$ cat src/hdl/cst_pkg.sv
// Constants and carrier types of the command sequence timing block.
// Assumes one 125 MHz clock; memory handshakes are the caller's concern.
package cst_pkg;
  typedef enum logic [2:0] {
    CST_SEQ_FETCH,
    CST_SEQ_READ1,
    CST_SEQ_READ2,
    CST_SEQ_WRITE,
    CST_SEQ_BUF1,
    CST_SEQ_BUF2,
    CST_SEQ_EXT,
    CST_SEQ_NONE
  } cst_seq_e;

  typedef struct packed {
    cst_seq_e s1;
    cst_seq_e s2;
  } cst_plan_s;

  typedef struct packed {
    logic [1:0] cycle;
    logic [1:0] phase;
  } cst_time_s;

  localparam logic [5:0] CST_MAJOR_EXT = 6'h28;
  localparam logic [5:0] CST_CODE_71 = 6'h39;
  localparam logic [3:0] CST_PHASE_START = 4'hF;
  localparam logic [3:0] CST_PHASE_LAST = 4'hE;
  localparam logic [3:0] CST_PHASE_2_2 = 4'h5;
  localparam logic [3:0] CST_PHASE_3_3 = 4'hA;
  localparam logic [3:0] CST_PHASE_4_2 = 4'hD;
  localparam logic [17:0] CST_WORD_RESET = 18'h00000;
  localparam logic [14:0] CST_ADDR_RESET = 15'h0000;
endpackage

$ cat src/hdl/cst_sequencer.sv
// Command sequencer: picks sequences per instruction and runs the phase chain.
// Assumes memory answers within a phase; readData is valid at 2.2.
`timescale 1ns/100ps
module cst_sequencer (
  input wire logic mclk,
  input wire logic rst_n,
  input wire logic run,
  input wire logic [17:0] readData,
  input wire logic [14:0] operandAddr,
  input wire logic [17:0] accumulatorLower,
  input wire logic [17:0] resultData,
  output cst_pkg::cst_seq_e activeSeq,
  output cst_pkg::cst_time_s phaseTime,
  output logic phaseTick,
  output logic [17:0] memoryReadBuffer,
  output logic [17:0] arithSelector,
  output logic [14:0] memAddr,
  output logic memRead,
  output logic memWrite,
  output logic [17:0] memWriteData,
  output logic ctrlMemWrite,
  output logic [17:0] ctrlMemData,
  output logic channelActive,
  output logic instrDone
);
  import cst_pkg::*;

  logic [3:0] phase;
  logic [14:0] progCount;
  logic [1:0] seqIndex;
  cst_plan_s plan;
  cst_plan_s decoded;
  logic lastPhase;
  cst_seq_e next_seq;

  cst_decode u_decode (
    .major(memoryReadBuffer[17:12]),
    .minor(memoryReadBuffer[11:6]),
    .plan(decoded)
  );

  assign lastPhase = (phase == CST_PHASE_LAST);

  // Phase index 15 is 4.4; it wraps to 0 (1.1) and ends at 14 (4.3).
  always_ff @(posedge mclk or negedge rst_n) begin
    if (!rst_n) begin
      phase <= CST_PHASE_START;
      phaseTick <= 1'b0;
    end else if (run) begin
      phase <= phase + 4'h1;
      phaseTick <= 1'b1;
    end else begin
      phaseTick <= 1'b0;
    end
  end

  always_ff @(posedge mclk or negedge rst_n) begin
    if (!rst_n) begin
      phaseTime <= cst_time_s'(CST_PHASE_START);
    end else if (run) begin
      phaseTime <= '{cycle: 2'(phase + 4'h1 >> 2), phase: 2'(phase + 4'h1)};
    end
  end

  always_comb begin
    next_seq = CST_SEQ_FETCH;
    if (activeSeq == CST_SEQ_FETCH) begin
      next_seq = (plan.s1 == CST_SEQ_NONE) ? CST_SEQ_FETCH : plan.s1;
    end else if (seqIndex == 2'd1 && plan.s2 != CST_SEQ_NONE) begin
      next_seq = plan.s2;
    end
  end

  // Sequences change only at the end of 4.3, so each starts at 4.4.
  always_ff @(posedge mclk or negedge rst_n) begin
    if (!rst_n) begin
      activeSeq <= CST_SEQ_FETCH;
      seqIndex <= 2'd0;
      instrDone <= 1'b0;
    end else begin
      instrDone <= 1'b0;
      if (run && lastPhase) begin
        activeSeq <= next_seq;
        seqIndex <= (next_seq == CST_SEQ_FETCH) ? 2'd0 : seqIndex + 2'd1;
        instrDone <= (next_seq == CST_SEQ_FETCH);
      end
    end
  end

  // The plan is latched at 3.3 of fetch so later buffer loads cannot disturb it.
  always_ff @(posedge mclk or negedge rst_n) begin
    if (!rst_n) begin
      plan <= '{s1: CST_SEQ_NONE, s2: CST_SEQ_NONE};
    end else if (run && activeSeq == CST_SEQ_FETCH && phase == CST_PHASE_3_3) begin
      plan <= decoded;
    end
  end

  // Unconditional fetch load at 2.2; conditional commands gate on code.
  always_ff @(posedge mclk or negedge rst_n) begin
    if (!rst_n) begin
      memoryReadBuffer <= CST_WORD_RESET;
    end else if (run && phase == CST_PHASE_2_2 && activeSeq != CST_SEQ_WRITE && activeSeq != CST_SEQ_EXT
        && activeSeq != CST_SEQ_NONE) begin
      memoryReadBuffer <= readData;
    end
  end

  always_ff @(posedge mclk or negedge rst_n) begin
    if (!rst_n) begin
      arithSelector <= CST_WORD_RESET;
    end else if (run && activeSeq == CST_SEQ_FETCH && phase == CST_PHASE_3_3
        && memoryReadBuffer[17:12] == CST_CODE_71) begin
      arithSelector <= accumulatorLower;
    end
  end

  // Program counter advances once per memory word consumed by fetch or buffer.
  always_ff @(posedge mclk or negedge rst_n) begin
    if (!rst_n) begin
      progCount <= CST_ADDR_RESET;
    end else if (run && phase == CST_PHASE_4_2 && (activeSeq == CST_SEQ_FETCH
        || activeSeq == CST_SEQ_BUF1 || activeSeq == CST_SEQ_BUF2)) begin
      progCount <= progCount + 15'h0001;
    end
  end

  always_ff @(posedge mclk or negedge rst_n) begin
    if (!rst_n) begin
      memAddr <= CST_ADDR_RESET;
      memRead <= 1'b0;
      memWrite <= 1'b0;
      memWriteData <= CST_WORD_RESET;
    end else begin
      memRead <= 1'b0;
      memWrite <= 1'b0;
      if (run && phase == CST_PHASE_START) begin
        unique case (activeSeq)
          CST_SEQ_FETCH, CST_SEQ_BUF1, CST_SEQ_BUF2: begin
            memAddr <= progCount;
            memRead <= 1'b1;
          end
          CST_SEQ_READ1, CST_SEQ_READ2: begin
            memAddr <= operandAddr;
            memRead <= 1'b1;
          end
          CST_SEQ_WRITE: begin
            memAddr <= operandAddr;
            memWrite <= 1'b1;
            memWriteData <= resultData;
          end
          CST_SEQ_EXT, CST_SEQ_NONE: begin
            memRead <= 1'b0;
          end
        endcase
      end
    end
  end

  // Buffer words go to control memory at 4.2; the second also arms the channel.
  always_ff @(posedge mclk or negedge rst_n) begin
    if (!rst_n) begin
      ctrlMemWrite <= 1'b0;
      ctrlMemData <= CST_WORD_RESET;
      channelActive <= 1'b0;
    end else begin
      ctrlMemWrite <= 1'b0;
      if (run && phase == CST_PHASE_4_2
          && (activeSeq == CST_SEQ_BUF1 || activeSeq == CST_SEQ_BUF2)) begin
        ctrlMemWrite <= 1'b1;
        ctrlMemData <= memoryReadBuffer;
        if (activeSeq == CST_SEQ_BUF2) begin
          channelActive <= 1'b1;
        end
      end
    end
  end
endmodule

$ cat src/hdl/cst_decode.sv
// Instruction code to sequence plan translator.
// Assumes a stable code for the cycle it is sampled in.
`timescale 1ns/100ps
module cst_decode (
  input wire logic [5:0] major,
  input wire logic [5:0] minor,
  output cst_pkg::cst_plan_s plan
);
  import cst_pkg::*;

  always_comb begin
    plan = '{s1: CST_SEQ_NONE, s2: CST_SEQ_NONE};
    if (major == CST_MAJOR_EXT) begin
      if (minor >= 6'o10 && minor <= 6'o13) begin
        plan = '{s1: CST_SEQ_BUF1, s2: CST_SEQ_BUF2};
      end else if (minor == 6'o44) begin
        plan = '{s1: CST_SEQ_EXT, s2: CST_SEQ_WRITE};
      end else if (minor >= 6'o41 && minor <= 6'o47) begin
        plan = '{s1: CST_SEQ_EXT, s2: CST_SEQ_NONE};
      end
      // Remaining subcodes complete in fetch alone.
    end else begin
      if ((major >= 6'o02 && major <= 6'o17) || major == 6'o32 || major == 6'o33
          || (major >= 6'o51 && major <= 6'o56)) begin
        plan = '{s1: CST_SEQ_READ1, s2: CST_SEQ_NONE};
      end else if (major >= 6'o20 && major <= 6'o23) begin
        plan = '{s1: CST_SEQ_READ1, s2: CST_SEQ_READ2};
      end else if (major >= 6'o24 && major <= 6'o27) begin
        plan = '{s1: CST_SEQ_READ1, s2: CST_SEQ_EXT};
      end else if ((major >= 6'o40 && major <= 6'o47) || major == 6'o72
          || (major >= 6'o74 && major <= 6'o76)) begin
        plan = '{s1: CST_SEQ_WRITE, s2: CST_SEQ_NONE};
      end
      // Others, including 00, 01, 34, 35, 60-71, 73 and 77, end after fetch.
    end
  end
endmodule

$ cat config.mk
export PLATFORM = sky130hd
export DESIGN_NAME = cst_sequencer
export DESIGN_NICKNAME = d
export VERILOG_FILES = /design/src/hdl/cst_pkg.sv /design/src/hdl/cst_sequencer.sv /design/src/hdl/cst_decode.sv
export SDC_FILE = /design/constraint.sdc
export NUM_CORES = 1
export LEC_CHECK = 0
export ABC_AREA = 1
export BUFFER_PORTS_ARGS = -buffer_cell sky130_fd_sc_hd__buf_2
export CORE_ASPECT_RATIO = 1.25
export CORE_MARGIN = 8
export CORE_UTILIZATION = 46
export CTS_CLUSTER_DIAMETER = 50
export DETAILED_ROUTE_END_ITERATION = 10
export PLACE_DENSITY_LB_ADDON = 0.08
export SYNTH_ARGS = -nofsm -noshare
export SYNTH_HDL_FRONTEND = slang
export SYNTH_HIERARCHICAL = 1
export SYNTH_SLANG_ARGS = --single-unit
export TNS_END_PERCENT = 10
$ cat constraint.sdc
create_clock -name mclk -period 1.6 [get_ports mclk]
set_clock_uncertainty 0.1 [all_clocks]
set_input_delay 0.08 -clock mclk [delete_from_list [all_inputs] [get_ports mclk]]
set_output_delay 0.08 -clock mclk [all_outputs]
set_load 0.005 [all_outputs]
==> impl_metrics.json <==
{
  "n_antenna_cell": 0,
  "vdd_drop_max_uv": 1008,
  "grt_pass1_wl_um": 25670,
  "final_cell_mix": "nand2_1 (234), buf_2 (170), dfrtp_1 (113), dlygate4sd3_1 (71), inv_1 (63)",
  "max_stage_delay_ns": 0.59,
  "yosysSeqAreaShare_pct": 56.41,
  "die-area_um2": 15680,
  "drcViolationCount": 0,
  "coreArea_um2": 11620,
  "yosys.area_share.xor_xnor_pct": 1.918,
  "synth_top_family_by_area": "simple AND/OR/NAND/NOR gates",
  "avgSynthCellArea_um2": 8.378,
  "cp.buffers_inverters": 2,
  "worst_slack_ns": -0.1148,
  "final_cell_area_um2": 8722,
  "grt_overflow": 0,
  "wl_um": 16130,
  "die_w_um": 113.6,
  "arrival_ns": 1.90,
  "worstPathMaxFanout": 7,
  "ios": 172,
  "grt_antenna_before_repair": 0,
  "syn-cell-area_um2": 5479,
  "grtUsageTotal_pct": 20.14,
  "p_leak_nw": 4.725,
  "failed_checks": "negative setup slack",
  "r2r_setup_slack_ns": -0.11,
  "cts_buffers": 17,
  "initial_core_util_pct": 47.17,
  "wire_per_inst_um": 14.36,
  "r2r-start": "phase[0]",
  "end_kind": "flip-flop",
  "synthAdderAreaFrac_pct": 1.142,
  "cts_tree": "built",
  "crit_chain": "ha_4 > nand2_4 > nor2_4 > buf_6 > o21ai_4 > clkbuf_16 > a21oi_2 > a22oi_1",
  "synth_top_area_share_pct": 51.61,
  "max-clock-path-buffers": 2,
  "hp-class": "input port to flip-flop",
  "status": "complete, but fails checks",
  "maxSlewHeadroom_pct": 62.53,
  "h-tree-depth": 4,
  "final_common_cell": "nand2_1",
  "synth_compound_area_share_pct": 6.668,
  "viasPerCell": 4.751,
  "synth_top_area_cell": "dfrtp_1",
  "synth.area.mux_share_pct": 0,
  "period_share_pct": 107.2,
  "netlist_instances": 654,
  "syn-num-nets": 731,
  "maxSlewViolCount": 0,
  "pre_cts_ws_ns": -0.1777,
  "hold_path_depth": 5,
  "cts-root-buf": "clkbuf_16",
  "fmax_mhz": 583.2,
  "period_needed_ns": 1.715,
  "first_pass_iters": 5,
  "ys_ff_latch": 123,
  "required_ns": 1.78,
  "hold_viol": 0,
  "drive_gt1_share_pct": 33.16,
  "rows": 44,
  "reg2regPathDepth": 8,
  "rsz0062_at_grt": "true",
  "start_kind": "flip-flop",
  "min_from": "run",
  "clk_pin_slew_ns": 0.05,
  "area_growth_pct": 59.19,
  "dpl_cell_area_um2": 6880,
  "hold-path-endpoint": "instrDone",
  "setup_tns_ns": -3.580,
  "grt_max_degree": 39,
  "gp_congestion": 0.8518,
  "maxCapViolations": 0,
  "die_h_um": 138.0,
  "clkSinkCount": 123,
  "ys_types": 29,
  "synthSimpleGateAreaFrac_pct": 27.15,
  "ant_nets": 0,
  "clk_latency_ns": 0.41,
  "cpLargestDelayFamily": "flip-flops",
  "drtIter0Drc": 361,
  "yosys_warnings": 6,
  "cp_slowest_cell": "dfstp_2",
  "port-buffer-count": 171,
  "p_per_area_nw_per_um2": 1459,
  "crit_type": "flip-flop to flip-flop",
  "vias": 5335,
  "setup_viol": 73,
  "grt_pass1_vias": 5435,
  "fin_nets": 1026,
  "ys_top_cells_by_area": "dfrtp_1 (52%), nand2_1 (17%), dfstp_2 (4.8%)",
  "dp_hpwl_um": 10770,
  "worst_pin_slew_ns": 0.5621,
  "rr_endpoint": "memAddr[3]"
}
==> cell type report <==
type	instances	area, µm²
sequential	123	3090
fill	834	2894
multi-input combinational	441	2320
timing repair buffer	296	2198
clock buffer	25	475.5
inverter	70	274.0
tap	161	201.4
clock inverter	7	162.7
==> worst max-delay path by stage <==
stage / from / endpoint / slack [ns] / cells after the start
after floorplan: phase[1] / arithSelector[0] / -0.15 / 7
after global placement: phase[0] / arithSelector[11] / -0.14 / 9
after detailed placement: phase[0] / arithSelector[12] / -0.18 / 9
after CTS: phase[1] / arithSelector[12] / -0.12 / 7
after global routing: phase[0] / memAddr[7] / -0.18 / 8
final: phase[0] / memAddr[3] / -0.11 / 8
==> synth_stat cells <==
master and instances:
nor2_1 39, dfstp_2 10, nand3b_1 1, ha_1 5, nand2_1 246, xor2_1 9, and2_1 1, inv_1 65
nor3_2 2, clkinv_1 2, a21oi_1 22, nand2_2 3, buf_2 3, nand3_1 50, a22oi_1 15, clkbuf_1 13
xnor2_1 3, nor2_2 1, nand2_4 1, or2_1 1, inv_2 3, nor3_1 4, buf_4 4, o21ai_0 27
nand4_1 8, nor4_4 1, dfrtp_1 113, buf_6 1, o21bai_1 1
==> where the power goes <==
group | switching [mW] | leakage, nW | internal (mW) | total [mW]
Combinational | 2.21 | 2.84 | 1.83 | 4.04
Sequential | 0.612 | 1.58 | 3.95 | 4.56
Clock | 1.28 | 0.306 | 2.85 | 4.13
Total | 4.11 | 4.73 | 8.62 | 12.7
==> state kept, by name (all words and copies together) (netlist names) <==
register / count
arithSelector: 18
ctrlMemData: 18
memWriteData: 18
memoryReadBuffer: 18
memAddr: 15
progCount: 15
plan: 6
phase: 4
activeSeq: 3
seqIndex: 2
channelActive: 1
ctrlMemWrite: 1
instrDone: 1
memRead: 1
memWrite: 1
phaseTick: 1
==> kinds of logic after synthesis <==
kind of cell	Yosys count
and+or+nand+nor	358
AOI/OAI and AO/OA	65
adders and majority gates	5
xor gates and xnor gates	12
DFF	123
buffers and inverters	91
==> per-layer routing <==
metal / track usage [%] / routed length [µm] / vias up / part of all wire (%)
li1: - / - / 2662 / -
met1: 22.38 / 6393 / 2473 / 40
met2: 34.84 / 8299 / 178 / 51
met5: 0 / 0 / - / 0
met4: 6.610 / 270 / 0 / 1.7
met3: 7.102 / 1164 / 22 / 7.2
==> through the flow <==
| step | cells | hold slack [ns] | utilization, % | total power, mW |
|---|---|---|---|---|
| detailed placement | 1008 | 0.003266 | 59.23 | 8.059 |
| finish | 1123 | 0.08235 | 75.09 | 12.73 |
| global placement | 1008 | -0.004603 | 59.23 | 7.946 |
| CTS | 1116 | 0.07159 | 72.32 | 12.55 |
| floorplan | 654 | -0.3156 | - | 6.321 |
| global route | 1123 | 0.1184 | 75.09 | 13.57 |
==> worst min-delay path: stages <==
cell     delay [ns]
buf_2          0.14
nand2_4        0.07
nor2_1         0.05
inv_2          0.13
nor2_1         0.07
==> timing repair <==
action,CTS,global route
gates resized for setup,35,42
setup endpoints to repair,108,111
endpoints found under the hold margin,177,0
hold buffers,71,0
pin swaps,4,11
buffers inserted,4,2
gates cloned,1,5
(Power assumes the default switching activity.)
